<file path="src/include/pkt_cfg.svh">
// packet framer constants: framing, timing, codes and the rule summary
// assumes a 200 MHz core clock and a serial host link into the framer's own uart
// Operation
// - default link speed is 19200 baud, 8 data bits, no parity, 1 stop
// - host command may switch the link speed to 115200 baud
// - packet is type byte, length byte, payload, then checksum
// - top two type bits give class; low six bits give code
// - valid structure but illegal content draws a class 11 answer
// - length byte counts payload bytes and stays within 0 to 18
// - checksum is a 16-bit crc over all bytes except itself
// - checksum goes low byte first, right after the last payload byte
// - every received packet is acknowledged within 250 ms; code answers only good-checksum commands taken while none is pending
// - reports go out on their own, interleaved with acknowledges
// - key report type 0x80, one byte: press 1..6, release 7..12
// - only key events enabled by the host are reported
// - temperature report 0x82: index, count low, count high, crc status
// - each selected sensor, up to 32, reports once per second
// - each command gets one answer whose low six type bits match; code drops unanswered a command arriving while one is pending
// - sensor bus bridge moves at most 15 bytes out, 14 bytes in
// - at most 32 devices on the sensor bus in total
// - readings convert to celsius or fahrenheit for the live display
// - normal answer type is 0x40 or code; echo returns the payload
`ifndef PKT_CFG_SVH
`define PKT_CFG_SVH
`define CLK_HZ 200000000
`define BAUD_SLOW 19200
`define BAUD_FAST 115200
`define BAUD_DIV_SLOW (`CLK_HZ / `BAUD_SLOW)
`define BAUD_DIV_FAST (`CLK_HZ / `BAUD_FAST)
`define ACK_TIME_MS 250
`define ACK_CYCLES ((`CLK_HZ / 1000) * `ACK_TIME_MS)
`define REPORT_CYCLES `CLK_HZ
`define MAX_LEN 8'h12
`define CLS_CMD 2'h0
`define CLS_RSP 2'h1
`define CLS_ERR 2'h3
`define TYPE_KEY 8'h80
`define TYPE_TEMP 8'h82
`define TEMP_LEN 8'h04
`define KEY_LEN 8'h01
`define KEY_RELEASE_BASE 8'h07
`define CODE_PING 6'h00
`define CODE_BAUD 6'h21
`define CRC_INIT 16'hFFFF
`define CRC_POLY 16'h8408
`define OW_MAX_TX 15
`define OW_MAX_RX 14
`define OW_MAX_DEV 32
`endif

</file>
<file path="src/include/pkt_pkg.sv">
// packet framer types
// assumes pkt_cfg.svh holds the numeric constants
package pkt_pkg;
  typedef enum logic [2:0] {RX_TYPE, RX_LEN, RX_DATA, RX_CRCL, RX_CRCH} rx_state_t;
  typedef enum logic [2:0] {TX_IDLE, TX_TYPE, TX_LEN, TX_DATA, TX_CRCL, TX_CRCH} tx_state_t;
  typedef enum logic [1:0] {SRC_NONE, SRC_ACK, SRC_KEY, SRC_TEMP} tx_src_t;
endpackage

</file>
<file path="src/hw/pkt_framer.sv">
// host link packet framer: uart, receive parser, answer and report sender
// assumes keys, sensor readings and command legality come from other logic
`timescale 1ns/1ps
`include "pkt_cfg.svh"
module pkt_framer #(
  parameter int ACK_CYC = `ACK_CYCLES,
  parameter int REPORT_CYC = `REPORT_CYCLES,
  parameter int DIV_SLOW = `BAUD_DIV_SLOW,
  parameter int DIV_FAST = `BAUD_DIV_FAST
) (
  input wire logic i_clk, // 200 MHz core clock
  input wire logic i_rst_b, // async reset, active low
  input wire logic i_rxd, // serial data from host
  input wire logic [5:0] i_key_press, // one-cycle press pulses, up..exit
  input wire logic [5:0] i_key_release, // one-cycle release pulses
  input wire logic [5:0] i_press_mask, // host key press enables
  input wire logic [5:0] i_release_mask, // host key release enables
  input wire logic [31:0] i_temp_sel, // sensors chosen for reporting
  input wire logic [15:0] i_temp_count, // count of sensor o_temp_idx
  input wire logic i_temp_crc_ok, // sensor bus crc good
  input wire logic i_cmd_illegal, // content check of held command
  output logic o_txd, // serial data to host
  output logic o_cmd_valid, // good command received, one-cycle pulse
  output logic [7:0] o_cmd_type, // type byte of received command
  output logic [7:0] o_cmd_len, // its payload length
  output logic [4:0] o_temp_idx, // sensor whose count is wanted
  output logic o_fast_baud // link runs at 115200
);
  logic [7:0] buf_ff [0:17]; // payload, also echoed back
  // uart state
  logic [15:0] rx_cnt_ff, nxt_rx_cnt; logic [3:0] rx_bit_ff, nxt_rx_bit;
  logic [7:0] rx_sh_ff, nxt_rx_sh; logic rx_busy_ff, nxt_rx_busy, rx_stb;
  logic rxd_m_ff, rxd_s_ff;
  logic [15:0] tx_cnt_ff, nxt_tx_cnt; logic [3:0] tx_bit_ff, nxt_tx_bit;
  logic [9:0] tx_sh_ff, nxt_tx_sh; logic txd_ff, nxt_txd;
  logic tx_load, tx_idle;
  logic [7:0] tx_byte;
  logic fast_ff, nxt_fast, want_fast_ff, nxt_want_fast;
  logic [15:0] div;

  function automatic logic [15:0] crc_step(input logic [15:0] c, input logic [7:0] d);
    logic [15:0] r;
    r = c ^ {8'h00, d};
    for (int i = 0; i < 8; i++) begin
      r = r[0] ? ((r >> 1) ^ `CRC_POLY) : (r >> 1);
    end
    return r;
  endfunction

  assign div = fast_ff ? 16'(DIV_FAST) : 16'(DIV_SLOW);

  // two-flop input synchroniser
  always_ff @(posedge i_clk or negedge i_rst_b) begin
    if (!i_rst_b) begin
      rxd_m_ff <= 1'b1;
      rxd_s_ff <= 1'b1;
    end else begin
      rxd_m_ff <= i_rxd;
      rxd_s_ff <= rxd_m_ff;
    end
  end

  // receiver 8N1: start edge, sample mid bit
  always_comb begin
    nxt_rx_cnt = rx_cnt_ff;
    nxt_rx_bit = rx_bit_ff;
    nxt_rx_sh = rx_sh_ff;
    nxt_rx_busy = rx_busy_ff;
    rx_stb = 1'b0;
    if (!rx_busy_ff) begin
      if (!rxd_s_ff) begin
        nxt_rx_busy = 1'b1;
        nxt_rx_cnt = div >> 1;
        nxt_rx_bit = 4'h0;
      end
    end else if (rx_cnt_ff != 16'h0000) begin
      nxt_rx_cnt = rx_cnt_ff - 16'h0001;
    end else begin
      nxt_rx_cnt = div - 16'h0001;
      nxt_rx_bit = rx_bit_ff + 4'h1;
      if (rx_bit_ff == 4'h0) begin
        nxt_rx_busy = !rxd_s_ff; // false start is dropped
      end else if (rx_bit_ff == 4'h9) begin
        nxt_rx_busy = 1'b0;
        rx_stb = rxd_s_ff; // framing error drops the byte
      end else begin
        nxt_rx_sh = {rxd_s_ff, rx_sh_ff[7:1]};
      end
    end
  end

  // transmitter shifts start, 8 data lsb first, stop
  always_comb begin
    nxt_tx_cnt = tx_cnt_ff;
    nxt_tx_bit = tx_bit_ff;
    nxt_tx_sh = tx_sh_ff;
    nxt_txd = txd_ff;
    if (tx_load) begin
      nxt_tx_sh = {1'b1, tx_byte, 1'b0};
      nxt_tx_bit = 4'hA;
      nxt_tx_cnt = 16'h0000;
    end else if (tx_cnt_ff != 16'h0000) begin
      // the count also runs out the stop bit, else the next start bit could cut it short
      nxt_tx_cnt = tx_cnt_ff - 16'h0001;
    end else if (tx_bit_ff != 4'h0) begin
      nxt_txd = tx_sh_ff[0];
      nxt_tx_sh = {1'b1, tx_sh_ff[9:1]};
      nxt_tx_bit = tx_bit_ff - 4'h1;
      nxt_tx_cnt = div - 16'h0001;
    end
  end
  assign tx_idle = (tx_bit_ff == 4'h0) && (tx_cnt_ff == 16'h0000);

  always_ff @(posedge i_clk or negedge i_rst_b) begin
    if (!i_rst_b) begin
      rx_cnt_ff <= 16'h0000; rx_bit_ff <= 4'h0; rx_sh_ff <= 8'h00; rx_busy_ff <= 1'b0;
      tx_cnt_ff <= 16'h0000; tx_bit_ff <= 4'h0; tx_sh_ff <= 10'h3FF; txd_ff <= 1'b1;
    end else begin
      rx_cnt_ff <= nxt_rx_cnt; rx_bit_ff <= nxt_rx_bit;
      rx_sh_ff <= nxt_rx_sh; rx_busy_ff <= nxt_rx_busy;
      tx_cnt_ff <= nxt_tx_cnt; tx_bit_ff <= nxt_tx_bit;
      tx_sh_ff <= nxt_tx_sh; txd_ff <= nxt_txd;
    end
  end

  // packet parser state
  pkt_pkg::rx_state_t rst_ff, nxt_rst;
  logic [7:0] rtype_ff, nxt_rtype, rlen_ff, nxt_rlen, ridx_ff, nxt_ridx;
  logic [15:0] rcrc_ff, nxt_rcrc; logic [7:0] rcrcl_ff, nxt_rcrcl;
  logic got_ff, nxt_got; logic pend_ff, nxt_pend;
  logic ack_done;
  logic [31:0] ack_tmr_ff, nxt_ack_tmr;

  // type, length, payload, crc low then high; bad crc or length resyncs
  always_comb begin
    nxt_rst = rst_ff;
    nxt_rtype = rtype_ff;
    nxt_rlen = rlen_ff;
    nxt_ridx = ridx_ff;
    nxt_rcrc = rcrc_ff;
    nxt_rcrcl = rcrcl_ff;
    nxt_got = 1'b0;
    nxt_pend = pend_ff && !ack_done;
    if (rx_stb) begin
      unique case (rst_ff)
        pkt_pkg::RX_TYPE: begin
          nxt_rtype = rx_sh_ff;
          nxt_rcrc = crc_step(`CRC_INIT, rx_sh_ff);
          nxt_rst = pkt_pkg::RX_LEN;
        end
        pkt_pkg::RX_LEN: begin
          nxt_rlen = rx_sh_ff;
          nxt_ridx = 8'h00;
          nxt_rcrc = crc_step(rcrc_ff, rx_sh_ff);
          if (rx_sh_ff > `MAX_LEN) nxt_rst = pkt_pkg::RX_TYPE;
          else if (rx_sh_ff == 8'h00) nxt_rst = pkt_pkg::RX_CRCL;
          else nxt_rst = pkt_pkg::RX_DATA;
        end
        pkt_pkg::RX_DATA: begin
          nxt_ridx = ridx_ff + 8'h01;
          nxt_rcrc = crc_step(rcrc_ff, rx_sh_ff);
          if (ridx_ff + 8'h01 == rlen_ff) nxt_rst = pkt_pkg::RX_CRCL;
        end
        pkt_pkg::RX_CRCL: begin
          nxt_rcrcl = rx_sh_ff;
          nxt_rst = pkt_pkg::RX_CRCH;
        end
        pkt_pkg::RX_CRCH: begin
          nxt_rst = pkt_pkg::RX_TYPE;
          // only host commands are taken; a new one drops while one is pending
          if ({rx_sh_ff, rcrcl_ff} == ~rcrc_ff && rtype_ff[7:6] == `CLS_CMD && !pend_ff) begin
            nxt_got = 1'b1;
            nxt_pend = 1'b1;
          end
        end
      endcase
    end
  end

  always_ff @(posedge i_clk or negedge i_rst_b) begin
    if (!i_rst_b) begin
      rst_ff <= pkt_pkg::RX_TYPE; rtype_ff <= 8'h00; rlen_ff <= 8'h00;
      ridx_ff <= 8'h00; rcrc_ff <= `CRC_INIT; rcrcl_ff <= 8'h00;
      got_ff <= 1'b0; pend_ff <= 1'b0;
    end else begin
      rst_ff <= nxt_rst; rtype_ff <= nxt_rtype; rlen_ff <= nxt_rlen;
      ridx_ff <= nxt_ridx; rcrc_ff <= nxt_rcrc; rcrcl_ff <= nxt_rcrcl;
      got_ff <= nxt_got; pend_ff <= nxt_pend;
    end
  end

  // payload store
  always_ff @(posedge i_clk) begin
    if (rx_stb && rst_ff == pkt_pkg::RX_DATA && !pend_ff) buf_ff[ridx_ff[4:0]] <= rx_sh_ff;
  end

  // key and temperature report sources
  logic [11:0] kev_ff, nxt_kev; logic [3:0] kcode;
  logic [31:0] sec_ff, nxt_sec; logic [4:0] tidx_ff, nxt_tidx;
  logic tscan_ff, nxt_tscan; logic twant;

  always_comb begin
    kcode = 4'h0;
    for (int i = 11; i >= 0; i--) begin
      if (kev_ff[i]) kcode = 4'(i + 1);
    end
  end
  assign twant = tscan_ff && i_temp_sel[tidx_ff];

  // transmit scheduler: answers first, reports fill the gaps
  pkt_pkg::tx_state_t tst_ff, nxt_tst; pkt_pkg::tx_src_t src_ff, nxt_src;
  logic [7:0] ttype_ff, nxt_ttype, tlen_ff, nxt_tlen, tidxb_ff, nxt_tidxb;
  logic [15:0] tcrc_ff, nxt_tcrc; logic [7:0] tdat;
  logic [7:0] tpay [0:3]; logic [7:0] kbyte_ff, nxt_kbyte;
  logic [15:0] tcnt_ff, nxt_tcnt; logic tok_ff, nxt_tok; logic [4:0] tsen_ff, nxt_tsen;
  logic take_key, take_temp;

  always_comb begin
    tpay[0] = {3'b000, tsen_ff};
    tpay[1] = tcnt_ff[7:0];
    tpay[2] = tcnt_ff[15:8];
    tpay[3] = {7'h00, tok_ff};
    unique case (src_ff)
      pkt_pkg::SRC_KEY: tdat = kbyte_ff;
      pkt_pkg::SRC_TEMP: tdat = tpay[tidxb_ff[1:0]];
      default: tdat = buf_ff[tidxb_ff[4:0]];
    endcase
  end

  always_comb begin
    nxt_tst = tst_ff; nxt_src = src_ff; nxt_ttype = ttype_ff; nxt_tlen = tlen_ff;
    nxt_tidxb = tidxb_ff; nxt_tcrc = tcrc_ff; nxt_kbyte = kbyte_ff;
    nxt_tcnt = tcnt_ff; nxt_tok = tok_ff; nxt_fast = fast_ff;
    nxt_want_fast = want_fast_ff; nxt_tsen = tsen_ff;
    tx_load = 1'b0; tx_byte = 8'h00; ack_done = 1'b0; take_key = 1'b0; take_temp = 1'b0;
    unique case (tst_ff)
      pkt_pkg::TX_IDLE: begin
        if (pend_ff && !got_ff) begin
          nxt_src = pkt_pkg::SRC_ACK;
          nxt_ttype = {i_cmd_illegal ? `CLS_ERR : `CLS_RSP, rtype_ff[5:0]};
          nxt_tlen = (i_cmd_illegal || rtype_ff[5:0] != `CODE_PING) ? 8'h00 : rlen_ff;
          nxt_tst = pkt_pkg::TX_TYPE;
        end else if (kcode != 4'h0) begin
          take_key = 1'b1;
          nxt_src = pkt_pkg::SRC_KEY;
          nxt_ttype = `TYPE_KEY;
          nxt_tlen = `KEY_LEN;
          nxt_kbyte = {4'h0, kcode};
          nxt_tst = pkt_pkg::TX_TYPE;
        end else if (twant) begin
          take_temp = 1'b1;
          nxt_src = pkt_pkg::SRC_TEMP;
          nxt_ttype = `TYPE_TEMP;
          nxt_tlen = `TEMP_LEN;
          nxt_tcnt = i_temp_count;
          nxt_tok = i_temp_crc_ok;
          nxt_tsen = tidx_ff; // scan index moves on while the report is sent
          nxt_tst = pkt_pkg::TX_TYPE;
        end
      end
      pkt_pkg::TX_TYPE: if (tx_idle) begin
        tx_load = 1'b1; tx_byte = ttype_ff;
        nxt_tcrc = crc_step(`CRC_INIT, ttype_ff);
        nxt_tst = pkt_pkg::TX_LEN;
      end
      pkt_pkg::TX_LEN: if (tx_idle) begin
        tx_load = 1'b1; tx_byte = tlen_ff;
        nxt_tcrc = crc_step(tcrc_ff, tlen_ff);
        nxt_tidxb = 8'h00;
        nxt_tst = (tlen_ff == 8'h00) ? pkt_pkg::TX_CRCL : pkt_pkg::TX_DATA;
      end
      pkt_pkg::TX_DATA: if (tx_idle) begin
        tx_load = 1'b1; tx_byte = tdat;
        nxt_tcrc = crc_step(tcrc_ff, tdat);
        nxt_tidxb = tidxb_ff + 8'h01;
        if (tidxb_ff + 8'h01 == tlen_ff) nxt_tst = pkt_pkg::TX_CRCL;
      end
      pkt_pkg::TX_CRCL: if (tx_idle) begin
        tx_load = 1'b1; tx_byte = ~tcrc_ff[7:0];
        nxt_tst = pkt_pkg::TX_CRCH;
      end
      pkt_pkg::TX_CRCH: if (tx_idle) begin
        tx_load = 1'b1; tx_byte = ~tcrc_ff[15:8];
        nxt_tst = pkt_pkg::TX_IDLE;
        if (src_ff == pkt_pkg::SRC_ACK) begin
          ack_done = 1'b1;
          // new speed is held back until the stop bit of this answer has gone out
          if (ttype_ff[7:6] == `CLS_RSP && rtype_ff[5:0] == `CODE_BAUD && rlen_ff == 8'h01)
            nxt_want_fast = (buf_ff[0] != 8'h00);
        end
      end
    endcase
    // rate follows the request only on an idle output line, so no sent frame mixes bit times
    if (tx_idle && !tx_load) nxt_fast = want_fast_ff;
  end

  // key events latch if enabled; set beats the take of the same bit
  always_comb begin
    nxt_kev = kev_ff | {i_key_release & i_release_mask, i_key_press & i_press_mask};
    if (take_key) nxt_kev[kcode - 4'h1] = 1'b0;
    if (take_key) nxt_kev = nxt_kev | {i_key_release & i_release_mask, i_key_press & i_press_mask};
    nxt_sec = (sec_ff == 32'(REPORT_CYC - 1)) ? 32'h0 : sec_ff + 32'h1;
    nxt_tscan = tscan_ff || (sec_ff == 32'(REPORT_CYC - 1));
    nxt_tidx = tidx_ff;
    if (tscan_ff && (take_temp || !i_temp_sel[tidx_ff])) begin
      nxt_tidx = tidx_ff + 5'h01;
      if (tidx_ff == 5'h1F) nxt_tscan = 1'b0;
    end
    nxt_ack_tmr = pend_ff ? ack_tmr_ff + 32'h1 : 32'h0;
  end

  always_ff @(posedge i_clk or negedge i_rst_b) begin
    if (!i_rst_b) begin
      tst_ff <= pkt_pkg::TX_IDLE; src_ff <= pkt_pkg::SRC_NONE; ttype_ff <= 8'h00;
      tlen_ff <= 8'h00; tidxb_ff <= 8'h00; tcrc_ff <= `CRC_INIT; kbyte_ff <= 8'h00;
      tcnt_ff <= 16'h0000; tok_ff <= 1'b0; fast_ff <= 1'b0; kev_ff <= 12'h000;
      sec_ff <= 32'h0; tscan_ff <= 1'b0; tidx_ff <= 5'h00; ack_tmr_ff <= 32'h0;
      want_fast_ff <= 1'b0; tsen_ff <= 5'h00;
    end else begin
      want_fast_ff <= nxt_want_fast; tsen_ff <= nxt_tsen;
      tst_ff <= nxt_tst; src_ff <= nxt_src; ttype_ff <= nxt_ttype;
      tlen_ff <= nxt_tlen; tidxb_ff <= nxt_tidxb; tcrc_ff <= nxt_tcrc; kbyte_ff <= nxt_kbyte;
      tcnt_ff <= nxt_tcnt; tok_ff <= nxt_tok; fast_ff <= nxt_fast; kev_ff <= nxt_kev;
      sec_ff <= nxt_sec; tscan_ff <= nxt_tscan; tidx_ff <= nxt_tidx; ack_tmr_ff <= nxt_ack_tmr;
    end
  end

  assign o_txd = txd_ff;
  assign o_cmd_valid = got_ff;
  assign o_cmd_type = rtype_ff;
  assign o_cmd_len = rlen_ff;
  assign o_temp_idx = tidx_ff;
  assign o_fast_baud = fast_ff;
endmodule

</file>
<file path="config.mk">
export PLATFORM = sky130hd
export DESIGN_NAME = pkt_framer
export DESIGN_NICKNAME = d
export VERILOG_FILES = /design/src/include/pkt_pkg.sv /design/src/hw/pkt_framer.sv
export VERILOG_INCLUDE_DIRS = /design/src /design/src/include
export SDC_FILE = /design/constraint.sdc
export NUM_CORES = 1
export LEC_CHECK = 0
export ABC_AREA = 1
export BUFFER_PORTS_ARGS = -buffer_cell sky130_fd_sc_hd__buf_2
export CAP_MARGIN = 20
export CORE_ASPECT_RATIO = 1.1
export CORE_UTILIZATION = 32
export DETAILED_ROUTE_END_ITERATION = 8
export PLACE_DENSITY_LB_ADDON = 0.12
export SKIP_CTS_REPAIR_TIMING = 1
export SYNTH_ARGS = -nofsm -noshare
export SYNTH_HDL_FRONTEND = slang
export SYNTH_SLANG_ARGS = --single-unit
</file>
<file path="constraint.sdc">
create_clock -name i_clk -period 3.02 [get_ports i_clk]
set_input_delay 0.302 -clock i_clk [delete_from_list [all_inputs] [get_ports i_clk]]
set_output_delay 0.302 -clock i_clk [all_outputs]
set_load 0.01 [all_outputs]
</file>
==> summary.txt, run 1 <==
Global routing
  • Remaining global-route overflow: 0
  • Overall routing resource usage: 0.194
  • Vias in the first global route: between 15000 and 20000
  • Largest net degree at the start of global routing: 73
  • First-pass GRT wire length: about 95000 µm
  • Initial antenna violation count: 2

Power
  • Power Density: 506 nW/µm²
  • VDD IR max: 0.000392 V
  • Leak: 10.2 nW
  • PnR Total Power: 11.9 mW

Timing
  • Least-Margin Pin Slew: 0.744 ns
  • Slew headroom: 0.501
  • Clock Skews: 0.0161 ns
  • Final Hold Fails: 2
  • Setup_tns: 0 ns
  • WHS: -0.0218 ns
  • Final setup viols: 0
  • Max Slew Vio Count: 0
  • FMAX: around 370 MHz
  • Final period utilization: 0.897
  • Min Clock Period, post-route: around 2.7 ns
  • RSZ-0062 raised after global routing: false

Final layout
  • Fin nets: 2634
  • Fillers: around 6300
  • Final core occ: 0.384
  • Layout cell share with drive strength beyond 1: 0.142
  • P&R area growth vs syn: 18.1%
  • # diodes: 0
  • Finished Cell Area: around 24000 µm²

Synthesis
  • Mapped Cells: 2357
  • Syn nets: 2450
  • Distinct cells, synth: 64
  • Ys Warns: 0
  • Ys async rst share: 0.622
  • Post-synth top area share: 0.241
  • Top cells by area, synth: dfrtp_1 (24%), edfxtp_1 (22%), nand2_1 (12%)
  • Cell area after synthesis: approximately 20000 µm²
  • Cell with the most instances after synthesis: nand2_1
  • Syn Area/Cell: 8.49 µm²
  • EDFF count, synth: ~140
  • Main synth FF type: dfrtp_1
  • Post-synthesis sequential element count: 381
  • Seq/Total Area, Yosys: 0.515
  • Post-synth top cells: nand2_1 (625), inv_1 (249), nor2_1 (197)
  • Synth area leader: dfrtp_1

Clock network
  • CTS HTree Levels: 2
  • CTS root buffer: clkbuf_16
  • Clk buf depth: 3
  • Clk sinks: between 300 and 400
  • CTS tree: yes
  • Clk_lat worst skew: 0.58 ns
  • Clock slew at reported path FFs: roughly 0.060 ns
  • Total CTS buffers: 45

Critical path
  • Crit-path cells: nor2_1 -> inv_1 -> nor3_1 -> nand4_1 -> nor3_1 -> nand2_1 -> inv_1 -> nand2_1 -> nor4_4 -> nand2_1 -> nor2_1 -> buf_4
  • CP required: 3.30 ns
  • Crit path depth: 12
  • Slowest cell on crit path: dfrtp_1
  • Most used cell, CP: nand2_1
  • Critical path type: register to register
  • Reg2Reg Setup Slack: ~0.31 ns
  • Reg2Reg Depth: 12
  • Worst Setup SP: rx_cnt_ff[2]
  • Reg2reg end: buf_ff[10][4]
  • Buffers plus inverters on the worst setup path: 3
  • Critical Path Start Type: register
  • Family with the most delay on the worst path: simple AND/OR/NAND/NOR gates
  • Worst reg2reg startpoint: rx_cnt_ff[2]
  • Max incr delay on CP: approximately 0.40 ns
  • Maximum fanout along the worst path: 8
  • Crit end category: register
  • Arr. time, crit path: between 2 and 3 ns

Die
  • Initial core utilization: 0.326
  • Core area: 61500 µm²
  • # rows: 95
  • Die area: around 64000 µm²
  • Chip width: 240 µm
  • Top-Level Pins: ~100
  • DIE HEIGHT: between 200 and 300 µm

Detailed routing
  • DR DRC count: 0
  • DR vias: 16800
  • DRT Wirelength: 61000 µm
  • DR WL/cell: 17.9 µm
  • Pre-antenna DRT Iters: 6
  • Vias per cell: a little under 5
  • Antenna-violating nets left: 0
  • 1st-iter DRT viols: 1195

Hold path
  • Min-delay src: i_temp_count[1]
  • Hold Crit Class: input pin to register
  • Hold Path Sink: tcnt_ff[1]
  • Worst hold stages: 3

Placement
  • Detailed placement HPWL: 44300 µm
  • DP Area: 21700 µm²
  • Port bufs: 100
  • GP Congestion: 0.885

Status
  • Failing checks: negative hold slack
  • Run status: complete, but fails checks

Job
  • Maxcap violations: 0
[state kept, by name (all words and copies together) (netlist names), 8 cells and up]
name        cells
buf_ff        144
kev_ff         12
o_cmd_len       8
o_cmd_type      8
rcrc_ff        16
rcrcl_ff        8
ridx_ff         8
rx_cnt_ff      16
rx_sh_ff        8
sec_ff         32
tcnt_ff        16
tcrc_ff        16
tidxb_ff        8
tlen_ff         8
ttype_ff        8
tx_cnt_ff      16
tx_sh_ff        9
[worst reg2reg max path, cell delays in order (launching register included)]
cell and delay [ns]:
dfrtp_1 0.40, nor2_1 0.19, inv_1 0.08, nor3_1 0.13
nand4_1 0.10, nor3_1 0.23, nand2_1 0.11, inv_1 0.10
nand2_1 0.14, nor4_4 0.28, nand2_1 0.24, nor2_1 0.20
buf_4 0.20
[cells by family (layout without fill, tap and decap cells)]
| group | count (synthesis) | after routing | share of synthesized area |
|---|---|---|---|
| XOR/XNOR | 94 | 94 | 0.0412 |
| AO/OA/AOI/OAI | 375 | 375 | 0.108 |
| multiplexers | 5 | 5 | 0.00250 |
| flip-flops | 381 | 381 | 0.515 |
| buffers and inverters | 330 | 549 | 0.0680 |
| AND/OR/NAND/NOR | 1156 | 1156 | 0.255 |
| adder cells (fa/ha/maj) | 16 | 16 | 0.0100 |
[stage by stage]
stage               cells  hold WS [ns]  setup slack (ns)
finish               3400       -0.0218             0.311
CTS                  3365        -0.310             0.155
global placement     3283         0.326             0.139
global route         3400      0.000702            0.0736
floorplan            2357       0.00641             0.680
detailed placement   3283         0.320             0.174
[where the power goes]
part / internal [mW] / switching (mW)
logic: 0.277 / 0.504
registers: 5.38 / 0.0797
clock network: 3.48 / 2.22
total: 9.14 / 2.81
[cell type report]
type | count | area, µm² | area share
Sequential cell | 381 | 10300 | 0.436
Multi-Input combinational cell | 1646 | 8350 | 0.353
Timing Repair Buffer | 200 | 1400 | 0.0592
Clock buffer | 64 | 1290 | 0.0546
Tap cell | 824 | 1030 | 0.0436
Inverter | 267 | 1000 | 0.0424
Clock inverter | 18 | 246 | 0.0104
[how the worst max path moves through the flow]
stage               endpoint  slack, ns
2_1_floorplan  buf_ff[16][0]       0.68
3_3_place_gp   buf_ff[10][2]       0.14
3_5_place_dp   buf_ff[10][2]       0.17
4_1_cts        buf_ff[10][4]       0.16
5_1_grt        buf_ff[10][4]       0.07
6_report       buf_ff[10][4]       0.31
[cells in the final DEF (no fill, tap or decap), types with 8 or more instances in the layout]
cell type,n
edfxtp_1,144
clkbuf_16,47
nor2_2,11
nor4_1,15
inv_2,14
inv_1,249
nand2_1,625
xnor2_1,48
clkbuf_1,12
dlygate4sd3_1,35
buf_2,99
nor3_1,44
nand2_2,21
a21oi_1,75
nand4_1,23
dfrtp_1,192
nor2_4,8
a22oi_1,12
ha_1,16
nor2_1,197
o21ai_1,39
dfstp_2,44
o22ai_1,35
o211ai_1,10
nand3_1,179
clkinv_2,9
xor2_1,46
buf_4,61
o21ai_0,158
[per-layer routing]
metal	vias to the layer above	global-route usage	routed length, µm
li1	8204	-	-
met1	8055	0.272	28500
met2	438	0.303	27800
met3	103	0.0303	3060
met4	0	0.0630	1690
met5	-	0	0
Note: power is estimated with default switching activity, not from simulation.
==> inputs of run 2 (changes only) <==
- ABC_AREA: 1 -> not set
==> summary.txt, run 2 <==
Global routing
  • Largest net degree at the start of global routing: 80 (+9.6%)
  • Initial antenna violation count: 0 (-2)
  • First-pass GRT wire length: 84600 µm (-11%)
  • Remaining global-route overflow: 0 (unchanged)
  • Overall routing resource usage: 0.179 (-0.0149)
  • Vias in the first global route: 14000 (-15%)

Die
  • DIE HEIGHT: 258 µm (-2.2%)
  • Top-Level Pins: 101 (unchanged)
  • Die area: 60800 µm² (-4.3%)
  • Chip width: 235 µm (-2.2%)
  • # rows: 93 (-2.1%)
  • Initial core utilization: 0.326 (about the same)
  • Core area: 58800 µm² (-4.4%)

Final layout
  • Fillers: 5580 (-12%)
  • Layout cell share with drive strength beyond 1: 0.260 (+0.118)
  • Finished Cell Area: 23600 µm² (-0.24%)
  • P&R area growth vs syn: 23.2%
  • Most frequent cells in the layout: dfrtp_1 (190), nor2_1 (151), nand2_1 (150)
  • Most common cell after layout, fill and taps aside: dfrtp_1
  • Fin nets: 2020 (-23%)
  • # diodes: 0 (unchanged)
  • Max reg flops: 144 (unchanged)

Hold path
  • Hold Crit Class: input pin to register

Timing
  • Final period utilization: 1.05 (+0.148)
  • FMAX: 317 MHz (-14%)
  • Max Slew Vio Count: 0 (unchanged)
  • WHS: 0.0483 ns (+0.0701 ns)
  • RSZ-0062 raised after global routing: true
  • Final setup viols: 64 (+64)
  • Clock Skews: 0.0459 ns (+0.0297 ns)
  • Least-Margin Pin Slew: 0.764 ns (+0.0203 ns)
  • Slew headroom: 0.489 (-0.0120)
  • Min Clock Period, post-route: 3.16 ns (+0.448 ns)
  • Final Hold Fails: 0 (-2)
  • Post-route worst setup slack: -0.137 ns (-0.448 ns)

Placement
  • GP Congestion: 0.843 (-4.7%)
  • DP Area: 21300 µm² (-1.8%)
  • Detailed placement HPWL: 38700 µm (-13%)
  • Port bufs: 100 (unchanged)

Synthesis
  • Post-synthesis sequential element count: 381 (unchanged)
  • Mapped Cells: 1679 (-29%)
  • Distinct cells, synth: 71 (+11%)
  • EDFF count, synth: 144 (unchanged)
  • Top cells by area, synth: dfrtp_1 (25%), edfxtp_1 (23%), dfstp_2 (6.0%)
  • Post-synth top area share: 0.252 (+0.0110)
  • Cell with the most instances after synthesis: dfrtp_1
  • Seq/Total Area, Yosys: 0.539 (+0.0235)
  • Ys Warns: 0 (unchanged)
  • Syn nets: 1772 (-28%)
  • Post-synth top cells: dfrtp_1 (193), nor2_1 (159), nand2_1 (151)
  • Synth area leader: dfrtp_1
  • Ys async rst share: 0.622 (unchanged)
  • Syn Area/Cell: 11.4 µm² (+34%)
  • Cell area after synthesis: 19100 µm² (-4.4%)
  • Main synth FF type: dfrtp_1

Status
  • Failing checks: negative setup slack
  • Run status: complete, but fails checks

Critical path
  • Arr. time, crit path: 3.40 ns (+0.41 ns)
  • CP required: 3.26 ns (-0.04 ns)
  • Critical Path Start Type: register
  • Reg2Reg Setup Slack: -0.14 ns (-0.45 ns)
  • Critical path type: register to register
  • Maximum fanout along the worst path: 8 (unchanged)
  • Crit end category: register

Detailed routing
  • Antenna-violating nets left: 0 (unchanged)
  • DR DRC count: 0 (unchanged)
  • 1st-iter DRT viols: 772 (-35%)
  • DR WL/cell: 20.1 µm (+12%)
  • DRT Wirelength: 54600 µm (-10%)
  • Vias per cell: 5.07 (+2.6%)
  • Pre-antenna DRT Iters: 5 (-1)
  • DR vias: 13800 (-18%)

Job
  • Maxcap violations: 0 (unchanged)

Clock network
  • Clk buf depth: 3 (unchanged)
  • CTS tree: yes
  • Clk_lat worst skew: 0.59 ns (about the same)
  • CTS HTree Levels: 2 (unchanged)
  • Clock slew at reported path FFs: 0.06 ns (about the same)
  • Total CTS buffers: 45 (unchanged)
  • Clk sinks: 381 (unchanged)
  • CTS root buffer: clkbuf_16

Power
  • Power Density: 501 nW/µm² (-0.98%)
  • PnR Total Power: 11.8 mW (-1.2%)
  • VDD IR max: 0.000340 V (-13%)
  • Leak: 9.12 nW (-10%)
## run 2: cell count changes in the layout (fill, tap and decap cells not counted), moves of 36 or more
cell,change
nand2_1,-475
inv_1,-222
nand3_1,-141
o21ai_0,-72
mux2_2,+71
buf_4,+62
nor2_1,-46
xnor2_1,+37
a22o_1,+36
o21ai_1,-36
## run 2: area by class of cell
cell class / instances / area [µm²] / area share
multi-input combinational: 1192 / 8610 / 0.365
inverter: 29 / 109 / 0.00462
sequential: 381 / 10300 / 0.438
timing repair buffer: 278 / 2080 / 0.0881
clock inverter: 24 / 317 / 0.0134
tap: 760 / 951 / 0.0403
clock buffer: 57 / 1190 / 0.0505
## run 2: per-stage QoR
step | setup WS (ns) | instances | TNS, ns | utilization
finish | -0.137 | 2721 | -5.88 | 0.401
global route | -0.216 | 2721 | -10.97 | 0.401
CTS | -0.218 | 2670 | -15.89 | 0.389
global placement | -0.176 | 2589 | -13.57 | 0.363
floorplan | -0.0706 | 1679 | -3.37 | -
detailed placement | -0.167 | 2589 | -11.10 | 0.363
## run 2: final timing paths
path                                     from  cells after the start             to
worst max-delay path             rx_cnt_ff[7]                      7   buf_ff[6][6]
worst min-delay path            i_cmd_illegal                      3    ttype_ff[7]
worst max register to register   rx_cnt_ff[7]                      7   buf_ff[6][6]
worst min register to register       rxd_m_ff                      0       rxd_s_ff
max in group asynchronous             i_rst_b                      3     rcrc_ff[7]
min in group asynchronous             i_rst_b                      2  o_temp_idx[4]
## run 2: critical path, stage by stage, from the launching register on
cell and delay [ns]:
dfrtp_1 0.38, or4_4 0.56, or3_4 0.37, nor4b_4 0.23
nand2_1 0.12, or3_4 0.38, or3b_4 0.50, nor2_4 0.27
## run 2: where the power goes
| part | leakage (nW) | internal, mW | switching (mW) |
|---|---|---|---|
| registers | 3.98 | 5.39 | 0.122 |
| clock network | 0.727 | 3.40 | 2.24 |
| logic | 4.41 | 0.354 | 0.303 |
## run 2: logic make-up (layout without fill, tap and decap cells)
| group | after synthesis | count (layout) | synth area share |
|---|---|---|---|
| buffers and inverters | 106 | 388 | 0.0245 |
| xor gates and xnor gates | 174 | 174 | 0.0797 |
| DFF | 381 | 381 | 0.539 |
| and+or+nand+nor | 541 | 541 | 0.137 |
| AOI/OAI and AO/OA | 326 | 326 | 0.113 |
| adders and majority gates | 16 | 16 | 0.0105 |
| muxes | 135 | 135 | 0.0969 |
## run 2: per-layer routing
metal	global-route usage	wire (µm)	up-vias	share of wire
li1	-	-	6630	-
met1	0.236	24800	6836	0.45
met2	0.305	26900	251	0.49
met3	0.0269	1820	72	0.033
met4	0.0488	1110	0	0.020
met5	0	0	-	0
==> inputs of run 3 (changes only) <==
- SKIP_LAST_GASP: not set -> 1
==> summary.txt, run 3 (same netlist as run 2, synthesis figures left out) <==
Critical path
  • Reg2reg end: buf_ff[6][6]
  • Family with the most delay on the worst path: simple AND/OR/NAND/NOR gates
  • Worst reg2reg startpoint: rx_cnt_ff[7]
  • Buffers plus inverters on the worst setup path: 0 (unchanged)
  • Arr. time, crit path: 3.40 ns (about the same)
  • Reg2Reg Depth: 7 (unchanged)
  • CP required: 3.26 ns (about the same)
  • Most used cell, CP: or3_4
  • Maximum fanout along the worst path: 8 (unchanged)
  • Crit-path cells: or4_4 -> or3_4 -> nor4b_4 -> nand2_1 -> or3_4 -> or3b_4 -> nor2_4
  • Slowest cell on crit path: or4_4
  • Critical path type: register to register
  • Critical Path Start Type: register
  • Crit end category: register
  • Reg2Reg Setup Slack: -0.13 ns (about the same)
  • Max incr delay on CP: 0.56 ns (about the same)

Die
  • Initial core utilization: 0.326 (unchanged)
  • # rows: 93 (unchanged)
  • Die area: 60800 µm² (unchanged)
  • Core area: 58800 µm² (unchanged)
  • Top-Level Pins: 101 (unchanged)
  • DIE HEIGHT: 258 µm (unchanged)
  • Chip width: 235 µm (unchanged)

Timing
  • Max Slew Vio Count: 0 (unchanged)
  • Post-route worst setup slack: -0.134 ns (+0.00238 ns)
  • Clock Skews: 0.0477 ns (+0.00186 ns)
  • Min Clock Period, post-route: 3.15 ns (-0.00238 ns)
  • FMAX: 317 MHz (about the same)
  • Final period utilization: 1.04 (about the same)
  • Final setup viols: 64 (unchanged)
  • Least-Margin Pin Slew: 0.764 ns (-0.000272 ns)
  • Setup_tns: -5.72 ns (+0.167 ns)
  • Final Hold Fails: 0 (unchanged)
  • RSZ-0062 raised after global routing: true
  • Slew headroom: 0.489 (about the same)

Final layout
  • Most frequent cells in the layout: dfrtp_1 (190), nor2_1 (151), nand2_1 (150)
  • Finished Cell Area: 23600 µm² (about the same)
  • Layout cell share with drive strength beyond 1: 0.259 (-0.00153)
  • Final Non-Filler Cells: 2721 (unchanged)
  • P&R area growth vs syn: 23.1% (about the same)
  • Max reg flops: 144 (unchanged)
  • # diodes: 0 (unchanged)
  • Most common cell after layout, fill and taps aside: dfrtp_1
  • Final core occ: 0.401 (about the same)
  • Fillers: 5580 (unchanged)
  • Fin nets: 2020 (unchanged)

Clock network
  • CTS tree: yes
  • CTS root buffer: clkbuf_16
  • Clock slew at reported path FFs: 0.06 ns (about the same)
  • Clk_lat worst skew: 0.60 ns (about the same)
  • Clk sinks: 381 (unchanged)
  • Total CTS buffers: 45 (unchanged)
  • Clk buf depth: 3 (unchanged)
  • CTS HTree Levels: 2 (unchanged)

Detailed routing
  • DR WL/cell: 20.1 µm (about the same)
  • 1st-iter DRT viols: 755 (-2.2%)
  • DR vias: 13700 (-0.35%)
  • DRT Wirelength: 54600 µm (about the same)
  • Vias per cell: 5.05 (-0.35%)
  • Antenna-violating nets left: 0 (unchanged)
  • Pre-antenna DRT Iters: 5 (unchanged)
  • DR DRC count: 0 (unchanged)

Global routing
  • First-pass GRT wire length: 84600 µm (unchanged)
  • Remaining global-route overflow: 0 (unchanged)
  • Largest net degree at the start of global routing: 80 (unchanged)
  • Initial antenna violation count: 0 (unchanged)
  • Overall routing resource usage: 0.179 (unchanged)
  • Vias in the first global route: 14000 (unchanged)

Status
  • Failing checks: negative setup slack
  • Run status: complete, but fails checks

Power
  • PnR Total Power: 11.8 mW (about the same)
  • Switching share of power: 0.225 (about the same)
  • Leak: 9.11 nW (about the same)
  • Net Sw Power: 2.66 mW (about the same)
  • VDD IR max: 0.000342 V (+0.51%)
  • Int Pwr: 9.14 mW (about the same)
  • Combinational share of power: 0.055 (about the same)
  • Seq pwr share: 0.467 (about the same)
  • Share of total power in the clock network: 0.477 (about the same)
  • Power Density: 501 nW/µm² (+0.10%)

Job
  • Maxcap violations: 0 (unchanged)

Hold path
  • Hold Crit Class: input pin to register
  • Worst hold stages: 3 (unchanged)
  • Min-delay src: i_cmd_illegal
  • Hold Path Sink: ttype_ff[7]

Placement
  • GP Congestion: 0.843 (unchanged)
  • Detailed placement HPWL: 38700 µm (unchanged)
  • Placed cell count: 2589 (unchanged)
  • DP Area: 21300 µm² (unchanged)
  • Port bufs: 100 (unchanged)
run 3: cell types whose count changed in the layout (fill, tap and decap cells not counted):
cell / change
a2111oi_2: -1
o41ai_1: +1
o21ai_1: -1
o21ai_0: +1
xnor2_1: +1
o41ai_2: -1
xnor2_2: -1
a2111oi_0: +1
run 3: worst max-delay path by stage:
stage	startpoint	endpoint	slack, ns	cells past startpoint
2_1_floorplan	rx_cnt_ff[5]	buf_ff[10][0]	-0.07	8
3_3_place_gp	rx_cnt_ff[7]	buf_ff[10][7]	-0.18	7
3_5_place_dp	rx_cnt_ff[7]	buf_ff[10][2]	-0.17	7
4_1_cts	rx_cnt_ff[7]	buf_ff[10][2]	-0.22	7
5_1_grt	rx_cnt_ff[7]	buf_ff[6][6]	-0.22	7
6_report	rx_cnt_ff[7]	buf_ff[6][6]	-0.13	7
run 3: worst reg2reg max path, cell delays in order (launching register included):
cell	delay [ns]
dfrtp_1	0.38
or4_4	0.56
or3_4	0.37
nor4b_4	0.23
nand2_1	0.12
or3_4	0.38
or3b_4	0.50
nor2_4	0.27
run 3: per-layer routing:
layer / part of all wire / track usage / up-vias
met1: 0.46 / 0.236 / 6804
met2: 0.49 / 0.305 / 250
li1: - / - / 6615
met5: 0 / 0 / -
met3: 0.034 / 0.0269 / 72
met4: 0.021 / 0.0488 / 0
run 3: through the flow:
step	hold WS, ns	setup WS [ns]
2_1_floorplan	0.00641	-0.0706
3_3_place_gp	0.342	-0.176
3_5_place_dp	0.342	-0.167
4_1_cts	-0.293	-0.218
5_1_grt	0.0319	-0.216
6_report	0.0490	-0.134
run 3: area by class of cell:
cell class                 instances  area [µm²]  share of cell area
timing repair buffer             278        2080              0.0881
multi-input combinational       1192        8590               0.365
tap                              760         951              0.0404
sequential                       381       10300               0.438
inverter                          29         109             0.00462
clock inverter                    24         317              0.0134
clock buffer                      57        1190              0.0506
run 3: power groups by stage:
stage               logic [mW]  clock network [mW]  registers [mW]
floorplan                0.401                   0            5.55
global placement         0.630                   0            5.61
detailed placement       0.637                   0            5.62
CTS                      0.637                5.81            5.52
global route             0.736                5.97            5.53
finish                   0.655                5.63            5.52
